==> config.mk <==
export PLATFORM = sky130hd
export DESIGN_NAME = etp_timer
export DESIGN_NICKNAME = d
export VERILOG_FILES = /design/src/inc/etp_pkg.sv /design/src/core/etp_timer.sv /design/src/core/etp_clock_select.sv /design/src/core/etp_compare_unit.sv
export SDC_FILE = /design/constraint.sdc
export NUM_CORES = 1
export LEC_CHECK = 0
export ABC_AREA = 0
export ABC_CLOCK_PERIOD_IN_PS = 2650
export BUFFER_PORTS_ARGS = -buffer_cell sky130_fd_sc_hd__buf_2
export CAP_MARGIN = 20
export CORE_MARGIN = 4
export CORE_UTILIZATION = 45
export DETAILED_ROUTE_END_ITERATION = 7
export GPL_TIMING_DRIVEN = 0
export SKIP_LAST_GASP = 1
export SYNTH_ARGS = -nofsm -noshare
export SYNTH_HDL_FRONTEND = slang
export SYNTH_SLANG_ARGS = --single-unit
==> constraint.sdc <==
create_clock -name CLK -period 2.65 [get_ports CLK]
set_input_delay 0.795 -clock CLK [delete_from_list [all_inputs] [get_ports CLK]]
set_output_delay 0.795 -clock CLK [all_outputs]
set_load 0.01 [all_outputs]
==> src/inc/etp_pkg.sv <==
package etp_pkg;
  // ----------------------------------------------------------------
  // register offsets
  // ----------------------------------------------------------------
  localparam logic [3:0] ADDR_CTRL_A = 4'h0;
  localparam logic [3:0] ADDR_CTRL_B = 4'h1;
  localparam logic [3:0] ADDR_COUNT = 4'h2;
  localparam logic [3:0] ADDR_CMP_A = 4'h3;
  localparam logic [3:0] ADDR_CMP_B = 4'h4;
  localparam logic [3:0] ADDR_MASK = 4'h5;
  localparam logic [3:0] ADDR_FLAG = 4'h6;
  // ----------------------------------------------------------------
  // field positions
  // ----------------------------------------------------------------
  localparam int COM_A_LSB = 6;
  localparam int COM_B_LSB = 4;
  localparam int WGM_LO_LSB = 0;
  localparam int FORCE_A_BIT = 7;
  localparam int FORCE_B_BIT = 6;
  localparam int WGM_HI_BIT = 3;
  localparam int CS_LSB = 0;
  // ----------------------------------------------------------------
  // counter values and reset values
  // ----------------------------------------------------------------
  localparam logic [7:0] CNT_BOTTOM = 8'h00;
  localparam logic [7:0] CNT_MAX = 8'hFF;
  localparam logic [7:0] RESET_BYTE = 8'h00;
  // ----------------------------------------------------------------
  // clock source codes and prescaler masks
  // ----------------------------------------------------------------
  localparam logic [2:0] CS_STOP = 3'h0;
  localparam logic [2:0] CS_DIV1 = 3'h1;
  localparam logic [2:0] CS_DIV8 = 3'h2;
  localparam logic [2:0] CS_DIV64 = 3'h3;
  localparam logic [2:0] CS_DIV256 = 3'h4;
  localparam logic [2:0] CS_DIV1024 = 3'h5;
  localparam logic [2:0] CS_EXT_FALL = 3'h6;
  localparam logic [2:0] CS_EXT_RISE = 3'h7;
  localparam int PRE_W = 10;
  localparam logic [PRE_W-1:0] PRE_M8 = 10'h007;
  localparam logic [PRE_W-1:0] PRE_M64 = 10'h03F;
  localparam logic [PRE_W-1:0] PRE_M256 = 10'h0FF;
  localparam logic [PRE_W-1:0] PRE_M1024 = 10'h3FF;
  // ----------------------------------------------------------------
  // waveform modes and compare output actions
  // ----------------------------------------------------------------
  localparam logic [2:0] WGM_NORMAL = 3'h0;
  localparam logic [2:0] WGM_PC_MAX = 3'h1;
  localparam logic [2:0] WGM_CTC = 3'h2;
  localparam logic [2:0] WGM_FAST_MAX = 3'h3;
  localparam logic [2:0] WGM_PC_CMPA = 3'h5;
  localparam logic [2:0] WGM_FAST_CMPA = 3'h7;
  localparam logic [1:0] COM_NONE = 2'h0;
  localparam logic [1:0] COM_TOGGLE = 2'h1;
  localparam logic [1:0] COM_CLEAR = 2'h2;
  localparam logic [1:0] COM_SET = 2'h3;
  // ----------------------------------------------------------------
  // types
  // ----------------------------------------------------------------
  typedef enum logic [1:0] {ETP_NON_PWM, ETP_FAST, ETP_PHASE} etp_kind_type;
  typedef enum logic {ETP_UP, ETP_DOWN} etp_dir_type;
  typedef struct packed {
    logic cmpb;
    logic cmpa;
    logic ovf;
  } etp_flags_type;
  typedef struct packed {
    logic [1:0] com_a;
    logic [1:0] com_b;
    logic [2:0] wgm;
    logic [2:0] cs;
  } etp_ctrl_type;
  typedef struct packed {
    etp_ctrl_type ctrl;
    logic [7:0] cnt;
    logic [7:0] cmp_a_buf;
    logic [7:0] cmp_b_buf;
    logic [7:0] cmp_a_act;
    logic [7:0] cmp_b_act;
    etp_flags_type mask;
    etp_flags_type flags;
    etp_dir_type dir;
    logic block;
    logic [7:0] rdata;
    etp_flags_type irq;
  } etp_state_type;
  typedef struct packed {
    logic [PRE_W-1:0] pre;
    logic s1;
    logic s2;
    logic s3;
  } etp_cs_state_type;
  typedef struct packed {
    logic wave;
  } etp_cu_state_type;
endpackage

==> src/core/etp_timer.sv <==
// Strobed register access and the address map are this design's own decisions.
`timescale 1ns/1ns
module etp_timer (
  input wire logic CLK,
  input wire logic RST_N,
  input wire logic [3:0] ADDR,
  input wire logic [7:0] WDATA,
  input wire logic WR,
  input wire logic RD,
  output logic [7:0] RDATA,
  input wire logic EXT_COUNT_PIN,
  output logic COMPARE_OUT_PIN_A,
  output logic COMPARE_OUT_PIN_B,
  output etp_pkg::etp_flags_type IRQ_REQ
);
  import etp_pkg::*;

  etp_state_type s_q;
  etp_state_type s_d;
  logic tick;
  logic match_a;
  logic match_b;
  logic force_a;
  logic force_b;
  logic wr_ctrl_a;
  logic wr_ctrl_b;
  logic wr_cnt;
  logic wr_cmp_a;
  logic wr_cmp_b;
  logic wr_mask;
  logic wr_flag;
  logic at_top;
  logic ovf_ev;
  logic [7:0] top_val;
  etp_kind_type kind;
  etp_flags_type set_ev;
  etp_flags_type clr_ev;

  // ----------------------------------------------------------------
  // register decode
  // ----------------------------------------------------------------

  // write strobes per register
  assign wr_ctrl_a = WR && ADDR == ADDR_CTRL_A;
  assign wr_ctrl_b = WR && ADDR == ADDR_CTRL_B;
  assign wr_cnt = WR && ADDR == ADDR_COUNT;
  assign wr_cmp_a = WR && ADDR == ADDR_CMP_A;
  assign wr_cmp_b = WR && ADDR == ADDR_CMP_B;
  assign wr_mask = WR && ADDR == ADDR_MASK;
  assign wr_flag = WR && ADDR == ADDR_FLAG;

  // force strobes act only outside the pwm modes
  assign force_a = wr_ctrl_b && WDATA[FORCE_A_BIT] && kind == ETP_NON_PWM;
  assign force_b = wr_ctrl_b && WDATA[FORCE_B_BIT] && kind == ETP_NON_PWM;

  // ----------------------------------------------------------------
  // mode decode
  // ----------------------------------------------------------------

  // pwm family from the waveform mode field
  always_comb begin
    case (s_q.ctrl.wgm)
      WGM_PC_MAX: kind = ETP_PHASE;
      WGM_PC_CMPA: kind = ETP_PHASE;
      WGM_FAST_MAX: kind = ETP_FAST;
      WGM_FAST_CMPA: kind = ETP_FAST;
      default: kind = ETP_NON_PWM;
    endcase
  end

  // top of the count sequence
  always_comb begin
    case (s_q.ctrl.wgm)
      WGM_CTC: top_val = s_q.cmp_a_act;
      WGM_PC_CMPA: top_val = s_q.cmp_a_act;
      WGM_FAST_CMPA: top_val = s_q.cmp_a_act;
      default: top_val = CNT_MAX;
    endcase
  end

  assign at_top = s_q.cnt == top_val;

  // ----------------------------------------------------------------
  // tick source and compare units
  // ----------------------------------------------------------------

  // prescaler, pin synchroniser and edge choice
  etp_clock_select u_clock_select (
    .clk(CLK),
    .rst_n(RST_N),
    .cs(s_q.ctrl.cs),
    .ext_pin(EXT_COUNT_PIN),
    .tick(tick)
  );

  // unit a, independent of unit b
  etp_compare_unit u_compare_a (
    .clk(CLK),
    .rst_n(RST_N),
    .tick(tick),
    .block(s_q.block),
    .count(s_q.cnt),
    .compare(s_q.cmp_a_act),
    .at_top(at_top),
    .com(s_q.ctrl.com_a),
    .kind(kind),
    .up(s_q.dir == ETP_UP),
    .force_hit(force_a),
    .match(match_a),
    .wave(COMPARE_OUT_PIN_A)
  );

  // unit b
  etp_compare_unit u_compare_b (
    .clk(CLK),
    .rst_n(RST_N),
    .tick(tick),
    .block(s_q.block),
    .count(s_q.cnt),
    .compare(s_q.cmp_b_act),
    .at_top(at_top),
    .com(s_q.ctrl.com_b),
    .kind(kind),
    .up(s_q.dir == ETP_UP),
    .force_hit(force_b),
    .match(match_b),
    .wave(COMPARE_OUT_PIN_B)
  );

  // ----------------------------------------------------------------
  // counter, buffers, flags and bus
  // ----------------------------------------------------------------

  // overflow event for the current mode
  always_comb begin
    ovf_ev = 1'b0;
    if (tick && !wr_cnt) begin
      case (kind)
        ETP_NON_PWM: ovf_ev = s_q.cnt == CNT_MAX;
        ETP_FAST: ovf_ev = at_top;
        ETP_PHASE: ovf_ev = s_q.dir == ETP_DOWN && s_q.cnt == CNT_BOTTOM;
        default: ovf_ev = 1'b0;
      endcase
    end
  end

  // flag set and clear terms, set wins over a clear
  assign set_ev = {match_b, match_a, ovf_ev};
  assign clr_ev = wr_flag ? etp_flags_type'(WDATA[2:0]) : '0;

  // next state of the whole block
  always_comb begin
    s_d = s_q;
    // control writes
    if (wr_ctrl_a) begin
      s_d.ctrl.com_a = WDATA[COM_A_LSB +: 2];
      s_d.ctrl.com_b = WDATA[COM_B_LSB +: 2];
      s_d.ctrl.wgm[1:0] = WDATA[WGM_LO_LSB +: 2];
    end
    if (wr_ctrl_b) begin
      s_d.ctrl.wgm[2] = WDATA[WGM_HI_BIT];
      s_d.ctrl.cs = WDATA[CS_LSB +: 3];
    end
    if (wr_cmp_a) begin
      s_d.cmp_a_buf = WDATA;
    end
    if (wr_cmp_b) begin
      s_d.cmp_b_buf = WDATA;
    end
    if (wr_mask) begin
      s_d.mask = etp_flags_type'(WDATA[2:0]);
    end
    // counting on the timer tick
    if (wr_cnt) begin
      s_d.cnt = WDATA;
      s_d.block = 1'b1;
    end else if (tick) begin
      s_d.block = 1'b0;
      case (kind)
        ETP_NON_PWM: begin
          if (s_q.ctrl.wgm == WGM_CTC && at_top) begin
            s_d.cnt = CNT_BOTTOM;
          end else begin
            s_d.cnt = 8'(s_q.cnt + 1'b1);
          end
        end
        ETP_FAST: begin
          if (at_top) begin
            s_d.cnt = CNT_BOTTOM;
            s_d.cmp_a_act = s_q.cmp_a_buf;
            s_d.cmp_b_act = s_q.cmp_b_buf;
          end else begin
            s_d.cnt = 8'(s_q.cnt + 1'b1);
          end
        end
        ETP_PHASE: begin
          if (s_q.dir == ETP_UP) begin
            if (at_top) begin
              s_d.dir = ETP_DOWN;
              s_d.cnt = 8'(s_q.cnt - 1'b1);
              s_d.cmp_a_act = s_q.cmp_a_buf;
              s_d.cmp_b_act = s_q.cmp_b_buf;
            end else begin
              s_d.cnt = 8'(s_q.cnt + 1'b1);
            end
          end else begin
            if (s_q.cnt == CNT_BOTTOM) begin
              s_d.dir = ETP_UP;
              s_d.cnt = 8'(s_q.cnt + 1'b1);
            end else begin
              s_d.cnt = 8'(s_q.cnt - 1'b1);
            end
          end
        end
        default: s_d.cnt = s_q.cnt;
      endcase
    end
    // outside pwm the buffers pass straight through
    if (kind == ETP_NON_PWM) begin
      s_d.cmp_a_act = s_d.cmp_a_buf;
      s_d.cmp_b_act = s_d.cmp_b_buf;
      s_d.dir = ETP_UP;
    end
    // sticky flags
    s_d.flags = (s_q.flags & ~clr_ev) | set_ev;
    // masked requests
    s_d.irq = s_d.flags & s_d.mask;
    // read data for one cycle only
    s_d.rdata = RESET_BYTE;
    if (RD) begin
      case (ADDR)
        ADDR_CTRL_A: s_d.rdata = {s_q.ctrl.com_a, s_q.ctrl.com_b,
                                  2'h0, s_q.ctrl.wgm[1:0]};
        ADDR_CTRL_B: s_d.rdata = {4'h0, s_q.ctrl.wgm[2], s_q.ctrl.cs};
        ADDR_COUNT: s_d.rdata = s_q.cnt;
        ADDR_CMP_A: s_d.rdata = s_q.cmp_a_buf;
        ADDR_CMP_B: s_d.rdata = s_q.cmp_b_buf;
        ADDR_MASK: s_d.rdata = {5'h00, s_q.mask};
        ADDR_FLAG: s_d.rdata = {5'h00, s_q.flags};
        default: s_d.rdata = RESET_BYTE;
      endcase
    end
  end

  // state register
  always_ff @(posedge CLK or negedge RST_N) begin
    if (!RST_N) begin
      s_q <= '0;
    end else begin
      s_q <= s_d;
    end
  end

  assign RDATA = s_q.rdata;
  assign IRQ_REQ = s_q.irq;
endmodule

==> src/core/etp_clock_select.sv <==
`timescale 1ns/1ns
module etp_clock_select (
  input wire logic clk,
  input wire logic rst_n,
  input wire logic [2:0] cs,
  input wire logic ext_pin,
  output logic tick
);
  import etp_pkg::*;

  etp_cs_state_type s_q;
  etp_cs_state_type s_d;
  logic rise;
  logic fall;

  // free running prescaler and pin synchroniser
  always_comb begin
    s_d = s_q;
    s_d.pre = PRE_W'(s_q.pre + 1'b1);
    s_d.s1 = ext_pin;
    s_d.s2 = s_q.s1;
    s_d.s3 = s_q.s2;
  end

  always_ff @(posedge clk or negedge rst_n) begin
    if (!rst_n) begin
      s_q <= '0;
    end else begin
      s_q <= s_d;
    end
  end

  // edges seen on the synchronised pin only
  assign rise = s_q.s2 && !s_q.s3;
  assign fall = !s_q.s2 && s_q.s3;

  // source and edge choice makes the timer tick
  always_comb begin
    case (cs)
      CS_STOP: tick = 1'b0;
      CS_DIV1: tick = 1'b1;
      CS_DIV8: tick = (s_q.pre & PRE_M8) == PRE_M8;
      CS_DIV64: tick = (s_q.pre & PRE_M64) == PRE_M64;
      CS_DIV256: tick = (s_q.pre & PRE_M256) == PRE_M256;
      CS_DIV1024: tick = (s_q.pre & PRE_M1024) == PRE_M1024;
      CS_EXT_FALL: tick = fall;
      CS_EXT_RISE: tick = rise;
      default: tick = 1'b0;
    endcase
  end
endmodule

==> src/core/etp_compare_unit.sv <==
`timescale 1ns/1ns
module etp_compare_unit (
  input wire logic clk,
  input wire logic rst_n,
  input wire logic tick,
  input wire logic block,
  input wire logic [7:0] count,
  input wire logic [7:0] compare,
  input wire logic at_top,
  input wire logic [1:0] com,
  input wire etp_pkg::etp_kind_type kind,
  input wire logic up,
  input wire logic force_hit,
  output logic match,
  output logic wave
);
  import etp_pkg::*;

  etp_cu_state_type s_q;
  etp_cu_state_type s_d;

  // compare of active value against the counter on each tick, blocked after a counter write
  assign match = tick && !block && (count == compare);

  // waveform generator for one output
  always_comb begin
    s_d = s_q;
    if (force_hit && kind == ETP_NON_PWM) begin
      case (com)
        COM_TOGGLE: s_d.wave = !s_q.wave;
        COM_CLEAR: s_d.wave = 1'b0;
        COM_SET: s_d.wave = 1'b1;
        default: s_d.wave = s_q.wave;
      endcase
    end else if (tick && com != COM_NONE) begin
      case (kind)
        ETP_NON_PWM: begin
          if (match) begin
            case (com)
              COM_TOGGLE: s_d.wave = !s_q.wave;
              COM_CLEAR: s_d.wave = 1'b0;
              default: s_d.wave = 1'b1;
            endcase
          end
        end
        ETP_FAST: begin
          if (match && com != COM_TOGGLE) begin
            s_d.wave = (com == COM_SET);
          end else if (at_top && com != COM_TOGGLE) begin
            s_d.wave = (com == COM_CLEAR);
          end
        end
        ETP_PHASE: begin
          if (match && com != COM_TOGGLE) begin
            s_d.wave = (com == COM_SET) ? up : !up;
          end
        end
        default: s_d.wave = s_q.wave;
      endcase
    end
  end

  always_ff @(posedge clk or negedge rst_n) begin
    if (!rst_n) begin
      s_q <= '0;
    end else begin
      s_q <= s_d;
    end
  end

  assign wave = s_q.wave;
endmodule

==> flow_summary.toml <==
[run_status]
status = "completed"

[clocking]
htree_levels = 3
insertion_delay_ns = 0.37
path_clk_slew_ns = 0.08
cts.path.max_buffers = 2
cts_root_buffer = "clkbuf_8"
cts_buffers = 9
clock_sinks = 84
cts_hold_buffers = 0
cts_tree = "built"

[synth]
netlist_instances = 515
netlist_area_mm2 = 0.00501
synth_ff_type = "dfrtp_1"
ys_warn_count = 0
ys_ff_latch = 84
avgSynthCellArea_um2 = 9.73
postSynthNetCount = 545
async_reset_ff_frac = 1.00
ys_seq_area_frac = 0.419
synth.distinct_cells = 65
synth_edf_count = 0

[timing]
worstMarginPinSlew_ns = 0.754
slew_headroom = 0.497
hold_viol_final = 0
min_period_ns = 2.53
holdWs_ns = 0.379
setup_viol = 0
skew_ns = 0.00770
final_max_slew_viol_count = 0
fmax_mhz = 396
setup-tns-final_ns = 0
rsz0062_at_grt = "yes"
period_share = 0.954

[route]
dr_total_vias = 4121
remaining_drc_errors = 0
drt_pass1_iterations = 5
post_drt_wl_per_cell_um = 19.7
ant_nets = 0
wirelength_um = 13900
drt_iter0_drc = 280
vias_per_cell = 5.85

[grt]
grt_start_max_net_pins = 45
grt_pass1_vias = 3957
grt_usage = 0.223
grt-ovfl-total = 0
grt_pass1_wl_um = 22100
antenna_found_initial = 0

[floorplanning]
ios = 30
core_area_mm2 = 0.0109
fp.dieW_um = 114
die_height_um = 114
die-area_mm2 = 0.0129
rows = 38
start_util = 0.460

[power]
ir_drop_mv = 0.375
pwr_density_cell_mw_per_mm2 = 861
power.leakage_nw = 2.57
power_mw = 4.91

[setup_path]
worstPathArrival_ns = 2.82
worstSetupPathType = "flip-flop to flip-flop"
crit_path_end_kind = "flip-flop"
worstPathMaxFanout = 10
crit_required_ns = 2.95
critPathLaunchType = "flip-flop"

[placement]
place_congestion = 0.932
dp_cells = 682
io_buffers = 26
hpwl_um = 10300

[finish]
regArea_mm2 = 0.00210
multi_input_area_mm2 = 0.00272
n_antenna_cell = 0
fill_cells = 1016
drive_gt1_frac = 0.222
nNetsFinal = 590
instances_no_fill = 704
final_util = 0.524
area_delta_synth_final_pct = 13.9

[job]
cap_violations = 0

[hold_path]
hold_class = "flip-flop to flip-flop"
-- cell usage in the layout (no fill, tap or decap), drive strengths merged, types with 17 or more instances in the layout --
master  instances
dfrtp          84
clkbuf         23
a21oi          32
inv            18
mux2i          27
nor3           17
mux2           33
nor2           53
nand2          40
buf            60
-- registers in the layout, summed over array words and instances (netlist names) --
name	count
s_q	58
u_clock_select.s_q	11
IRQ_REQ	3
RDATA	8
u_clock_select.s_d	2
u_compare_b.wave	1
u_compare_a.wave	1
-- metal layers --
layer	track usage	up-vias	share of wire
li1	-	1943	-
met1	0.313	2017	0.47
met2	0.342	132	0.46
met3	0.0419	29	0.047
met4	0.0833	0	0.026
met5	0	-	0
-- cell usage after synthesis, drive strengths merged, types with 3 or more instances --
library cell | count | area, um^2
clkbuf | 14 | 52.6
nand3 | 15 | 75.1
buf | 25 | 156
a31oi | 8 | 50.1
o41ai | 3 | 26.3
a2111oi | 3 | 38.8
o21ai | 13 | 65.1
nand4 | 8 | 50.1
nand3b | 5 | 37.5
a311o | 3 | 30.0
o2111ai | 3 | 26.3
nor2b | 8 | 50.1
o211ai | 3 | 22.5
nor3 | 17 | 85.1
dfrtp | 84 | 2100
inv | 17 | 63.8
o22ai | 4 | 25.0
nor3b | 4 | 30.0
o211a | 3 | 30.0
xor2 | 9 | 78.8
nand2b | 3 | 18.8
and3 | 3 | 18.8
xnor2 | 9 | 78.8
nand2 | 40 | 150
ha | 13 | 163
mux2 | 33 | 372
a21oi | 32 | 160
o31ai | 6 | 58.8
or3 | 3 | 18.8
nor2 | 53 | 199
and2 | 5 | 33.8
mux2i | 27 | 270
a22oi | 6 | 45.0
o22a | 4 | 35.0
-- critical path, stage by stage, from the launching register on --
cell and delay (ns):
dfrtp_1 0.42, buf_2 0.22, nor3_2 0.30, nand4_1 0.28
nand3_1 0.22, o31ai_4 0.09, buf_4 0.17, o2111ai_1 0.24
or3b_1 0.37, a21oi_1 0.14
-- per-stage QoR --
stage | cell area [um^2] | setup slack (ns)
final | 5710 | 0.123
after global routing | 5710 | -0.0258
after CTS | 5600 | -0.00632
after detailed placement | 5350 | -0.524
after global placement | 5320 | -0.551
after floorplan | 5010 | 0.0955
-- cell type report --
type / count / share of cell area
plain buffers: 39 / 0.0371
multi-input cells: 375 / 0.476
well taps: 140 / 0.0307
flip-flops and latches: 84 / 0.368
inverters: 17 / 0.0112
clock inverters: 5 / 0.0149
repair buffers: 34 / 0.0373
clock buffers: 10 / 0.0241
-- report_power, final --
part	internal [mW]	switching [mW]
registers	1.60	0.273
logic	0.817	1.17
clock network	0.556	0.493
-- worst paths after layout --
path,startpoint,to,slack [ns],depth (start not counted)
worst max-delay path,s_q[53],s_q[57],0.12,9
worst min-delay path,u_clock_select.s_d[1],u_clock_select.s_d[0],0.38,0
worst max register to register,s_q[53],s_q[57],0.12,9
worst min register to register,u_clock_select.s_d[1],u_clock_select.s_d[0],0.38,0
max in group asynchronous,RST_N,u_compare_b.wave,1.62,2
min in group asynchronous,RST_N,u_clock_select.s_q[6],0.41,1
-- timing repair --
item                       4_1_cts  5_1_grt
resized for setup                5       15
buffers inserted                 2        5
setup endpoints to repair       22       26
pin swaps                        2        6
-- logic make-up after synthesis --
family	Yosys count	share of synthesized area
XOR/XNOR	18	0.0315
adder cells (fa/ha/maj)	13	0.0325
buffers and inverters	56	0.0544
AND/OR/NAND/NOR	169	0.162
flip-flops	84	0.419
multiplexers	62	0.138
AO/OA/AOI/OAI	113	0.162
No activity file was read; power rests on OpenSTA's default activity.
